$ cat config.mk
export PLATFORM = sky130hd
export DESIGN_NAME = tvdac_input_latch
export DESIGN_NICKNAME = d
export VERILOG_FILES = /design/src/tvdac_pkg.sv /design/src/tvdac_input_latch.sv /design/src/tvdac_stage.sv
export SDC_FILE = /design/constraint.sdc
export NUM_CORES = 1
export LEC_CHECK = 0
export CAP_MARGIN = 10
export CORE_UTILIZATION = 29
export CTS_CLUSTER_SIZE = 10
export DETAILED_ROUTE_END_ITERATION = 12
export DONT_BUFFER_PORTS = 1
export GPL_ROUTABILITY_DRIVEN = 0
export PLACE_DENSITY = 0.49
export SLEW_MARGIN = 15
export SYNTH_ARGS = -nofsm -noshare
export SYNTH_HDL_FRONTEND = slang
export SYNTH_SLANG_ARGS = --single-unit
$ cat constraint.sdc
create_clock -name clk -period 1.2 [get_ports clk]
set_input_delay 0.12 -clock clk [delete_from_list [all_inputs] [get_ports clk]]
set_output_delay 0.12 -clock clk [all_outputs]
set_load 0.005 [all_outputs]
$ cat src/tvdac_pkg.sv
package tvdac_pkg;

   // Width of one colour word.
   localparam int unsigned TVDAC_BITS = 8;
   // Pipeline stages from the input capture to the converter outputs.
   localparam int unsigned TVDAC_DEPTH = 2;
   // Default active level of the power-save request.
   localparam logic TVDAC_LOW_POWER_REQUEST_ACTIVE = 1'b1;
   // Converter code driven while blanking; the blanking level is code zero, with the green sync current still following sync.
   localparam logic [7:0] TVDAC_BLANK_CODE = 8'h00;
   // Reset value of the captured active-low controls: blanked, sync current off.
   localparam logic TVDAC_CTL_RESET = 1'b0;

   typedef logic [TVDAC_BITS-1:0] tvdac_word_t;

   // One captured pixel with its controls, carried through the pipeline as one unit.
   typedef struct packed
   {
      tvdac_word_t red;
      tvdac_word_t green;
      tvdac_word_t blue;
      logic        blank_n;
      logic        sync_n;
   } tvdac_pixel_s;

   // Drive to the three current outputs.
   typedef struct packed
   {
      tvdac_word_t red_code;
      tvdac_word_t green_code;
      tvdac_word_t blue_code;
      logic        green_sync_on;
      logic        blanked;
      logic        low_power;
   } tvdac_drive_s;

endpackage

$ cat src/tvdac_input_latch.sv
`timescale 1ns/1ps
`default_nettype none

module tvdac_input_latch
#(
   parameter logic LOW_POWER_REQUEST_ACTIVE = tvdac_pkg::TVDAC_LOW_POWER_REQUEST_ACTIVE
)
(
   input  wire logic                  clk,
   input  wire logic                  rst,
   input  wire tvdac_pkg::tvdac_word_t red_pixel_bits,
   input  wire tvdac_pkg::tvdac_word_t green_pixel_bits,
   input  wire tvdac_pkg::tvdac_word_t blue_pixel_bits,
   input  wire logic                  blank_n,
   input  wire logic                  sync_n,
   input  wire logic                  low_power_request,
   output var  tvdac_pkg::tvdac_word_t red_current_out,
   output var  tvdac_pkg::tvdac_word_t green_current_out,
   output var  tvdac_pkg::tvdac_word_t blue_current_out,
   output var  logic                  green_sync_on,
   output var  logic                  blanked,
   output var  logic                  low_power
);
   import tvdac_pkg::*;

   tvdac_pixel_s capture;
   tvdac_pixel_s pipe [TVDAC_DEPTH];
   tvdac_drive_s drive_q;
   tvdac_drive_s drive_d;

   // The colour, blank and sync inputs enter together on the same edge; bit order is kept as wired.
   always_comb
   begin
      capture.red     = red_pixel_bits;
      capture.green   = green_pixel_bits;
      capture.blue    = blue_pixel_bits;
      capture.blank_n = blank_n;
      capture.sync_n  = sync_n;
   end

   // The first stage is the input capture; the rest only add latency.
   // Controls ride in the same stage word as the colours, so a deeper pipe cannot skew them.
   // A depth change moves every pixel-path delay, but the assertions below hard-code three edges; the one-edge power-save delays stay put.
   generate
      for (genvar i = 0; i < TVDAC_DEPTH; i++)
      begin : g_pipe
         if (i == 0)
         begin : g_first
            tvdac_stage u_tvdac_stage
            (
               .clk     (clk),
               .rst     (rst),
               .pix_in  (capture),
               .pix_out (pipe[0])
            );
         end
         else
         begin : g_next
            tvdac_stage u_tvdac_stage
            (
               .clk     (clk),
               .rst     (rst),
               .pix_in  (pipe[i-1]),
               .pix_out (pipe[i])
            );
         end
      end
   endgenerate

   // Blanking masks data; sync only gates the green pedestal source and never touches the codes.
   // The power-save request skips the pipeline on purpose: it has no pixel to stay aligned with.
   // The limitation is that a request lands on the outputs two edges before the pixels around it.
   always_comb
   begin
      drive_d           = drive_q;
      drive_d.blanked   = !pipe[TVDAC_DEPTH-1].blank_n;
      drive_d.low_power = (low_power_request == LOW_POWER_REQUEST_ACTIVE);
      if (!pipe[TVDAC_DEPTH-1].blank_n)
      begin
         drive_d.red_code   = TVDAC_BLANK_CODE;
         drive_d.green_code = TVDAC_BLANK_CODE;
         drive_d.blue_code  = TVDAC_BLANK_CODE;
      end
      else
      begin
         drive_d.red_code   = pipe[TVDAC_DEPTH-1].red;
         drive_d.green_code = pipe[TVDAC_DEPTH-1].green;
         drive_d.blue_code  = pipe[TVDAC_DEPTH-1].blue;
      end
      // Sync low switches the source off regardless of blank; the controller keeps them ordered.
      drive_d.green_sync_on = pipe[TVDAC_DEPTH-1].sync_n;
   end

   // Output register; a sync reset leaves the outputs blanked with sync current off.
   always_ff @(posedge clk)
   begin
      if (rst)
      begin
         drive_q           <= '0;
         drive_q.blanked   <= 1'b1;
      end
      else
      begin
         drive_q <= drive_d;
      end
   end

   // Every output comes straight from the output register, so the converters see no logic glitches.
   assign red_current_out   = drive_q.red_code;
   assign green_current_out = drive_q.green_code;
   assign blue_current_out  = drive_q.blue_code;
   assign green_sync_on     = drive_q.green_sync_on;
   assign blanked           = drive_q.blanked;
   assign low_power         = drive_q.low_power;
endmodule

`default_nettype wire

$ cat src/tvdac_stage.sv
`timescale 1ns/1ps
`default_nettype none

// One pipeline register for a captured pixel with its controls.
module tvdac_stage
(
   input  wire logic                   clk,
   input  wire logic                   rst,
   input  wire tvdac_pkg::tvdac_pixel_s pix_in,
   output var  tvdac_pkg::tvdac_pixel_s pix_out
);
   import tvdac_pkg::*;

   tvdac_pixel_s stage_q;
   tvdac_pixel_s stage_d;

   // Controls travel in the same word as the data so they cannot skew.
   always_comb
   begin
      stage_d = pix_in;
   end

   // Reset clears the data to zero and the controls to a blanked state; data is passed on otherwise.
   always_ff @(posedge clk)
   begin
      if (rst)
      begin
         stage_q         <= '0;
         stage_q.blank_n <= TVDAC_CTL_RESET;
         stage_q.sync_n  <= TVDAC_CTL_RESET;
      end
      else
      begin
         stage_q <= stage_d;
      end
   end

   assign pix_out = stage_q;

endmodule

`default_nettype wire

==> summary.md, run 1 <==
| Metric | Value |
|---|---|
| Status | `finished, final reports clean` |
| CTS buffer count | `9` |
| Core ar. | `7292 sq um` |
| Chip Height | `88.94 microns` |
| Final Setup Violations | `0` |
| Die Area | `7910 sq um` |
| CTS Sinks | `79` |
| # DRC | `0` |
| DRT Wirelength | `3.574 mm` |
| Final Util | `39.70%` |
| Flop pwr share | `55.9%` |
| GR Util met2 | `17.06%` |
| Gate power share | `4.2%` |
| DR vias | `1,218` |
| Crit Path Category | `flip-flop to flip-flop` |
| Final setup TNS | `0 ns` |
| Slew Viols, Final | `0` |
| Number of global-route vias before repair | `1,193` |
| Worst path slowest cell | `dlygate4sd3_1` |
| Clk pin slew, worst setup/hold paths | `0.08 ns` |
| Hold WC Path Type | `input port to flip-flop` |
| Worst EP required | `1.43 ns` |
| H-Tree Depth | `3` |
| Clock Power Share | `39.9%` |
| Final ANT Viol Nets | `0` |
| Synthesized area | `2192 sq um` |
| Switching Power | `1.049 mW` |
| Fmax | `929.5 MHz` |
| Largest net degree at the start of global routing | `56` |
| Seq/Total Area, Yosys | `72.15%` |
| Post-synthesis cell count | `168` |
| Area Overhead vs Synth | `32.08%` |
| Initial DRC Count | `19` |
| Tot GR Track Use | `9.996%` |
| Max-Slew Margin vs Limit | `86.05%` |
| Global Route met3 Usage | `6.002%` |
| Internal | `3.827 mW` |
| RSZ-0062 raised after global routing | `false` |
| Root buffer cell | `clkbuf_8` |
| Minimum clock period | `1.076 ns` |
| Static Leak | `1.264 nW` |
| Clk_lat worst skew | `0.34 ns` |
| Most Used Layer, Global Route | `met2` |
| Worst-path fanout max | `1` |
| Net Sw Frac | `21.51%` |
| Reg2reg setup slack | `0.12 ns` |
| Port Buffers | `0` |
| Hold path depth | `2` |
| Initial antenna violation count | `1` |
| Cell row count | `31` |
| Starting Density | `30.06%` |
| Synth warnings | `0` |
| DP Area | `2280 sq um` |
| Max-cap viol count | `0` |
| CP endpoint kind | `flip-flop` |
| DP HPWL | `1.873 mm` |
| Syn_area_per_cell | `13.05 sq um` |
| Slew at the pin closest to its max-slew limit | `0.2092 ns` |
| Startpoint Class | `flip-flop` |
| Met1 Resource Use GR | `9.242%` |
| Share of layout cells above drive strength 1 | `8.372%` |
| RR Startpoint | `g_pipe[0].g_first.u_tvdac_stage.pix_out[1]$_SDFF_PP0_` |
| TritonRoute pass-1 iters | `3` |
| Avg WL per Cell | `11.35 microns` |
| Post-synth cell types | `8` |
| First-pass GRT wire length | `5.561 mm` |
| GRT Residual Overflow | `0` |
| Hold EP | `g_pipe[0].g_first.u_tvdac_stage.pix_out[14]$_SDFF_PP0_` |
| CP Cell Sequence | `nor2b_1, dlygate4sd3_1` |
| Max incr delay on CP | `0.55 ns` |
| Final hold violations | `0` |
| Syn nets | `197` |
| Final nets | `239` |
| PwrDens | `1684 nW/um^2` |
| Tcrit/Tclk final | `89.65%` |
| TritonCTS clock tree | `built` |
| Via/cell ratio | `3.867` |
| Peak VDD IR | `0.6490 mV` |
| Critical Path AT | `1.30 ns` |
| R2r worst-path depth | `2` |
| Clock skew | `0.009026 ns` |
| Number of synthesized register bits | `79` |
| Final instance area | `2895 sq um` |
| CTS Buffer Depth | `2` |
| Die Wd | `88.94 microns` |
| Hold Crit Start | `rst` |
| Io pins | `56` |
| Crit Reg-Reg Endpoint | `g_pipe[1].g_next.u_tvdac_stage.pix_out[1]$_SDFF_PP0_` |
==> flip-flops by register name (all words and copies together) (netlist names) <==
name / cells
blue_current_out: 8
red_current_out: 8
g_pipe.g_next.u_tvdac_stage.pix_out: 26
green_current_out: 8
g_pipe.g_first.u_tvdac_stage.pix_out: 26
low_power: 1
blanked: 1
green_sync_on: 1
==> metrics by stage <==
step / total power [mW] / hold WS, ns / std cells / setup slack (ns)
2_1_floorplan: 2.888 / 0.2482 / 168 / 0.4058
3_3_place_gp: 2.871 / 0.1968 / 258 / 0.4458
3_5_place_dp: 2.877 / 0.1965 / 258 / 0.4268
4_1_cts: 4.952 / 0.08248 / 314 / 0.1406
5_1_grt: 5.095 / 0.08982 / 315 / 0.09455
6_report: 4.876 / 0.1071 / 315 / 0.1242
==> kinds of logic after synthesis <==
family / Yosys count / synth area share, %
and+or+nand+nor: 79 / 25.29
buffers and inverters: 10 / 2.569
DFF: 79 / 72.15
==> cells in the final DEF (no fill, tap or decap), drive strengths merged <==
cell type and count:
clkbuf 9, nor2b 54, clkinv 1, bufinv 1
inv 2, diode 1, buf 2, dlygate4sd3 39
nand2b 1, clkinvlp 3, dfxtp 79, and3b 24
==> layer usage <==
layer  vias to the layer above  part of all wire (%)
met4                         0                   2.3
met2                        36                    51
li1                        614                     -
met3                         6                   7.9
met1                       562                    39
met5                         -                     0
==> cells in the mapped netlist <==
| cell type | number | area share [%] |
|---|---|---|
| and3b_1 | 24 | 9.6 |
| nor2b_1 | 54 | 15 |
| buf_2 | 6 | 1.4 |
| dfxtp_1 | 79 | 72 |
| buf_6 | 1 | 0.51 |
| buf_4 | 1 | 0.34 |
| clkbuf_1 | 2 | 0.34 |
| nand2b_1 | 1 | 0.29 |
==> area by class of cell <==
type                    instances  area, sq um
diodes                          1        2.502
clock buffers                   9        123.9
clock inverters                 7        78.83
fillers                       737         4397
multi-input cells              79        554.3
flip-flops and latches         79         1582
well taps                      99        123.9
repair buffers                 41        430.4
==> timing repair <==
| item | CTS | global route |
|---|---|---|
| hold buffers | 40 | 0 |
| hold endpoints to repair | 79 | 0 |
| setup buffers | 0 | 0 |
| gates resized for setup | 0 | 0 |
==> worst max path at each step <==
stage                                                                 from                                               endpoint  slack [ns]  cells after the start
floorplan             g_pipe[1].g_next.u_tvdac_stage.pix_out[1]$_SDFF_PP0_                         blue_current_out[1]$_SDFF_PP0_        0.41                      2
detailed placement    g_pipe[1].g_next.u_tvdac_stage.pix_out[1]$_SDFF_PP0_                         blue_current_out[6]$_SDFF_PP0_        0.43                      2
global route         g_pipe[0].g_first.u_tvdac_stage.pix_out[8]$_SDFF_PP0_   g_pipe[1].g_next.u_tvdac_stage.pix_out[8]$_SDFF_PP0_        0.09                      2
finish               g_pipe[0].g_first.u_tvdac_stage.pix_out[1]$_SDFF_PP0_   g_pipe[1].g_next.u_tvdac_stage.pix_out[1]$_SDFF_PP0_        0.12                      2
CTS                 g_pipe[0].g_first.u_tvdac_stage.pix_out[10]$_SDFF_PP0_  g_pipe[1].g_next.u_tvdac_stage.pix_out[10]$_SDFF_PP0_        0.14                      2
global placement      g_pipe[1].g_next.u_tvdac_stage.pix_out[1]$_SDFF_PP0_                        green_current_out[7]$_SDFF_PP0_        0.45                      2
==> worst max-delay path, delay by kind of cell, from the launching register on <==
family,cells,cell delay (ns)
simple gates,1,0.12
buf+inv,1,0.55
flops,1,0.30
==> power groups by stage <==
stage | logic, mW | clock network (mW) | registers (mW)
6_report | 0.203 | 1.94 | 2.73
3_5_place_dp | 0.0857 | 0 | 2.79
4_1_cts | 0.206 | 2.02 | 2.73
5_1_grt | 0.226 | 2.13 | 2.74
3_3_place_gp | 0.0837 | 0 | 2.79
2_1_floorplan | 0.105 | 0 | 2.78
(Power assumes the default switching activity.)
==> run 2: changes to the inputs <==
CORE_ASPECT_RATIO = 1.75   (was unset)
==> run 2 against run 1 <==
Cell count is 5.1% lower. Sequential power about the same. Wire length down 2.3%. First-iteration DRC count is 130% higher. Global-route usage hardly changed. Largest power group unchanged. Highest routed layer unchanged.
==> summary.md, run 2 (same netlist as run 1, synthesis figures left out) <==
| Metric | Value |
|---|---|
| CTS Sinks | `79` |
| DRT Wirelength | `3.493 mm` |
| Clock skew | `0.006788 ns` |
| Antenna Cells | `0` |
| Worst EP required | `1.41 ns` |
| Max-cap viol count | `0` |
| Internal | `4.470 mW` |
| Clk_lat worst skew | `0.33 ns` |
| Status | `finished, final reports clean` |
| CTS buffer count | `9` |
| Die Wd | `67.72 microns` |
| Tot GR Track Use | `10.03%` |
| Static Leak | `1.305 nW` |
| CTS Buffer Depth | `2` |
| Clock Power Share | `47.4%` |
| Number of global-route vias before repair | `1,165` |
| Hold Crit Start | `rst` |
| Peak VDD IR | `1.051 mV` |
| Area Overhead vs Synth | `34.65%` |
| Final hold violations | `0` |
| Share of layout cells above drive strength 1 | `7.981%` |
| RR Startpoint | `g_pipe[0].g_first.u_tvdac_stage.pix_out[23]$_SDFF_PP0_` |
| Initial antenna violation count | `0` |
| Reg2reg setup slack | `0.12 ns` |
| Hold EP | `g_pipe[1].g_next.u_tvdac_stage.pix_out[3]$_SDFF_PP0_` |
| Slew Viols, Final | `0` |
| Largest net degree at the start of global routing | `55` |
| Flop pwr share | `49.1%` |
| Cell row count | `41` |
| Initial DRC Count | `44` |
| Crit Path Category | `flip-flop to flip-flop` |
| DP HPWL | `1.862 mm` |
| DR vias | `1,222` |
| Worst-path fanout max | `1` |
| Root buffer cell | `clkbuf_16` |
| Port Buffers | `0` |
| Slew at the pin closest to its max-slew limit | `0.2012 ns` |
| Gate power share | `3.6%` |
| Io pins | `56` |
| Minimum clock period | `1.076 ns` |
| Die Area | `7924 sq um` |
| # DRC | `0` |
| Final setup TNS | `0 ns` |
| R2r worst-path depth | `2` |
| Commonest cells after routing, fill and taps aside | `dfxtp_1, nor2b_1, dlygate4sd3_1` |
| Max-Slew Margin vs Limit | `86.59%` |
| RSZ-0062 raised after global routing | `false` |
| Tcrit/Tclk final | `89.67%` |
| Critical Path AT | `1.29 ns` |
| Setup Buffers After CTS | `0` |
| Fmax | `929.3 MHz` |
| Setup WS pre-CTS | `0.4304 ns` |
| Final nets | `237` |
| Chip Height | `117.0 microns` |
| Via/cell ratio | `4.087` |
| Switching Power | `1.102 mW` |
| Hold path depth | `2` |
| Final Setup Violations | `0` |
| Worst Slack Setup Final | `0.1239 ns` |
| Clk pin slew, worst setup/hold paths | `0.06 ns` |
| Commonest non-fill, non-tap cell in the layout | `dfxtp_1` |
| Avg WL per Cell | `11.68 microns` |
| Crit path from | `g_pipe[0].g_first.u_tvdac_stage.pix_out[23]$_SDFF_PP0_` |
| First-pass GRT wire length | `5.299 mm` |
| TritonRoute pass-1 iters | `3` |
| H-Tree Depth | `3` |
| PwrDens | `1888 nW/um^2` |
| Final ANT Viol Nets | `0` |
| Startpoint Class | `flip-flop` |
| Hold WC Path Type | `input port to flip-flop` |
| GRT Residual Overflow | `0` |
| Core ar. | `7284 sq um` |
| FILL cells | `722` |
| TritonCTS clock tree | `built` |
| Starting Density | `30.09%` |
| Crit Reg-Reg Endpoint | `g_pipe[1].g_next.u_tvdac_stage.pix_out[23]$_SDFF_PP0_` |
| Net Sw Frac | `19.78%` |
| CP endpoint kind | `flip-flop` |
==> run 2: stage by stage <==
| stage | total power [mW] | util (%) | instances | area [sq um] | hold slack [ns] |
|---|---|---|---|---|---|
| finish | 5.572 | 40.52 | 299 | 2952 | 0.09327 |
| global route | 5.824 | 40.52 | 299 | 2952 | 0.1084 |
| CTS | 5.665 | 40.52 | 299 | 2952 | 0.1006 |
| detailed placement | 2.879 | 31.07 | 245 | 2263 | 0.1980 |
| global placement | 2.874 | 31.07 | 245 | 2263 | 0.1996 |
| floorplan | 2.888 | - | 168 | 2192 | 0.2482 |
==> run 2: power groups by stage <==
stage | clock [mW] | sequential (mW) | combinational, mW
3_5_place_dp | 0 | 2.79 | 0.0871
3_3_place_gp | 0 | 2.79 | 0.0844
2_1_floorplan | 0 | 2.78 | 0.105
6_report | 2.64 | 2.73 | 0.198
5_1_grt | 2.86 | 2.74 | 0.220
4_1_cts | 2.73 | 2.73 | 0.200
==> run 2: critical path, stage by stage, from the launching register on <==
cell and delay, ns:
dfxtp_1 0.30, nor2b_1 0.12, dlygate4sd3_1 0.54
==> run 2: cell type report <==
| cell class | count | area [sq um] | area share [%] |
|---|---|---|---|
| clock buffers | 10 | 229.0 | 7.758 |
| clock inverters | 6 | 68.82 | 2.331 |
| multi-input cells | 79 | 554.3 | 18.78 |
| flip-flops and latches | 79 | 1582 | 53.58 |
| well taps | 86 | 107.6 | 3.646 |
| repair buffers | 39 | 410.4 | 13.90 |
==> run 2: what timing repair did <==
item                                    in CTS  in global routing
resized for setup                            0                  0
endpoints found under the setup margin       0                  0
hold buffers                                38                  0
endpoints found under the hold margin       79                  0
==> run 2: layer usage <==
layer  track usage, %  share of wire, %  vias to the layer above
li1                 -                 -                      612
met1            9.650                39                      561
met2            15.38                50                       37
met3            4.070               5.5                       12
met4            10.21               4.5                        0
met5                0                 0                        -
==> run 2: worst max path at each step <==
stage | end | slack (ns) | cells after the start
global placement | red_current_out[3]$_SDFF_PP0_ | 0.45 | 2
global route | g_pipe[1].g_next.u_tvdac_stage.pix_out[23]$_SDFF_PP0_ | 0.11 | 2
finish | g_pipe[1].g_next.u_tvdac_stage.pix_out[23]$_SDFF_PP0_ | 0.12 | 2
floorplan | blue_current_out[1]$_SDFF_PP0_ | 0.41 | 2
CTS | g_pipe[1].g_next.u_tvdac_stage.pix_out[2]$_SDFF_PP0_ | 0.13 | 2
detailed placement | green_current_out[2]$_SDFF_PP0_ | 0.43 | 2
==> run 3: changes to the inputs <==
ABC_AREA = 1   (was unset)
CORE_UTILIZATION = 60   (was 29)
PLACE_DENSITY = 0.82   (was 0.49)
==> run 3 against run 2 <==
Sequential share of layout area rose by 0.34 points. Clock skew barely moved. Highest routed layer unchanged. Hold slack got worse by 0.020 ns. Sequential power barely moved. Cell count rose by 11%. Maximum frequency fell by 0.78%.
==> summary.md, run 3 <==
| Metric | Value |
|---|---|
| TritonRoute pass-1 iters | `2` |
| Clock skew | `0.006731 ns` |
| Seq/Total Area, Yosys | `66.60%` |
| Number of global-route vias before repair | `1,401` |
| Via/cell ratio | `4.099` |
| Commonest cells after routing, fill and taps aside | `dfxtp_1, inv_1, nor2_1` |
| Initial antenna violation count | `0` |
| Initial DRC Count | `12` |
| Commonest non-fill, non-tap cell in the layout | `dfxtp_1` |
| DR vias | `1,361` |
| Peak VDD IR | `1.563 mV` |
| # DRC | `0` |
| Multi-input logic area | `420.4 sq um` |
| Top FF cell, synth | `dfxtp_1` |
| Net Sw Frac | `19.89%` |
| PwrDens | `1747 nW/um^2` |
| Setup WS pre-CTS | `0.3649 ns` |
| Critical Path AT | `1.36 ns` |
| Asr flop ratio synth | `0%` |
| Tcrit/Tclk final | `90.38%` |
| Worst Slack Setup Final | `0.1155 ns` |
| Switching Power | `1.019 mW` |
| Post-synth cell types | `11` |
| Post-CTS Hold Fix Bufs | `33` |
| Post-CTS sizing | `0` |
| Synth top area share | `66.60%` |
| Most instantiated cells after synthesis | `dfxtp_1, inv_1, nor2_1` |
| Worst-path fanout max | `1` |
| Buffers & Inverters on Critical Path | `2` |
| Final Setup Violations | `0` |
| Clock Power Share | `42.2%` |
| Number of synthesized register bits | `79` |
| CP top delay family | `buffers and inverters` |
| DP HPWL | `1.719 mm` |
| Tot GR Track Use | `18.78%` |
| RSZ-0062 raised after global routing | `false` |
| Top cells by area, synth | `dfxtp_1, inv_1, nor2_1` |
| Max incr delay on CP | `0.57 ns` |
| Starting Density | `64.16%` |
| Max-cap viol count | `0` |
| Syn_area_per_cell | `9.693 sq um` |
| Final nets | `310` |
| Syn nets | `274` |
| FF/Latch Area | `1582 sq um` |
| Synth warnings | `0` |
| Avg WL per Cell | `10.05 microns` |
| FILL cells | `232` |
| Core ar. | `3701 sq um` |
| Hold WC Path Type | `input port to flip-flop` |
| DP Area | `2361 sq um` |
| Chip Height | `85.23 microns` |
| H-Tree Depth | `3` |
| Status | `finished, final reports clean` |
| First-pass GRT wire length | `5.761 mm` |
| Cell row count | `29` |
| Share of layout cells above drive strength 1 | `13.29%` |
| Final hold violations | `0` |
| Final instance area | `2933 sq um` |
| CTS buffer count | `9` |
| TritonCTS clock tree | `built` |
| Area Overhead vs Synth | `23.50%` |
| Largest area contributor in the netlist | `dfxtp_1` |
| Final setup TNS | `0 ns` |
| Antenna Cells | `0` |
| Slew Viols, Final | `0` |
| Post-synth EDFFs | `0` |
| Clk_lat worst skew | `0.33 ns` |
| CP Cell Sequence | `inv_1, nor2_1, dlygate4sd3_1` |
| Die Area | `4223 sq um` |
| Clk pin slew, worst setup/hold paths | `0.08 ns` |
| GRT Residual Overflow | `0` |
| Minimum clock period | `1.085 ns` |
| Largest net degree at the start of global routing | `46` |
| Startpoint Class | `flip-flop` |
| Io pins | `56` |
| Post-synthesis cell count | `245` |
| Worst path slowest cell | `dlygate4sd3_1` |
| Static Leak | `1.311 nW` |
| CP endpoint kind | `flip-flop` |
| Die Wd | `49.56 microns` |
| Fmax | `922.1 MHz` |
| CTS Buffer Depth | `2` |
| Gate power share | `4.4%` |
| Worst EP required | `1.47 ns` |
| Most frequent cell after synthesis | `dfxtp_1` |
| Final Util | `79.24%` |
| Port Buffers | `0` |
| Flop pwr share | `53.4%` |
| Internal | `4.105 mW` |
| Root buffer cell | `clkbuf_8` |
| Setup Buffers After CTS | `0` |
| Final ANT Viol Nets | `0` |
| DRT Wirelength | `3.335 mm` |
| Max-Slew Margin vs Limit | `79.28%` |
| Crit Path Category | `flip-flop to flip-flop` |
| CTS Sinks | `79` |
| Slew at the pin closest to its max-slew limit | `0.3100 ns` |
| Synthesized area | `2375 sq um` |
run 3: path summary, 6_finish.rpt:
| path | start | cells after the start | slack (ns) | endpoint |
|---|---|---|---|---|
| max | g_pipe[0].g_first.u_tvdac_stage.pix_out[21]$_SDFF_PP0_ | 3 | 0.12 | g_pipe[1].g_next.u_tvdac_stage.pix_out[21]$_SDFF_PP0_ |
| min | rst | 2 | 0.07 | g_pipe[1].g_next.u_tvdac_stage.pix_out[18]$_SDFF_PP0_ |
| max reg2reg | g_pipe[0].g_first.u_tvdac_stage.pix_out[21]$_SDFF_PP0_ | 3 | 0.12 | g_pipe[1].g_next.u_tvdac_stage.pix_out[21]$_SDFF_PP0_ |
| min reg2reg | g_pipe[0].g_first.u_tvdac_stage.pix_out[14]$_SDFF_PP0_ | 2 | 0.40 | g_pipe[1].g_next.u_tvdac_stage.pix_out[14]$_SDFF_PP0_ |
run 3: cell families after synthesis:
| family | share of synthesized area [%] |
|---|---|
| flip-flops | 66.60 |
| AND/OR/NAND/NOR | 17.70 |
| buffers and inverters | 15.70 |
run 3: power by group through the flow:
stage | clock (mW) | sequential [mW] | combinational (mW)
floorplan | 0 | 2.79 | 0.137
global placement | 0 | 2.79 | 0.111
detailed placement | 0 | 2.80 | 0.117
CTS | 2.20 | 2.73 | 0.222
global route | 2.32 | 2.74 | 0.257
finish | 2.16 | 2.73 | 0.226
run 3: worst register-to-register path, delay by kind of cell, from the launching register on:
family        cells  cell delay [ns]
buf+inv           2             0.61
simple gates      1             0.10
flops             1             0.32
run 3: through the flow:
stage / hold WS (ns) / cells / total power, mW
after CTS: 0.07148 / 332 / 5.159
after global routing: 0.08850 / 332 / 5.315
final: 0.07312 / 332 / 5.124
after floorplan: 0.2270 / 245 / 2.927
after detailed placement: 0.1964 / 283 / 2.912
after global placement: 0.1943 / 283 / 2.904
run 3: cell type report:
type	count	share of cell area, %
multi-input cells	79	14.33
inverters	79	10.28
well taps	46	1.962
repair buffers	33	11.60
clock buffers	11	5.162
flip-flops and latches	79	53.93
clock inverters	5	2.730
run 3: metal layers:
layer / up-vias / global-route usage [%] / part of all wire, %
met5: - / 0 / 0
met2: 33 / 34.40 / 57
met3: 4 / 6.272 / 3.5
met4: 0 / 11.17 / 1.5
met1: 596 / 17.22 / 38
li1: 728 / - / -
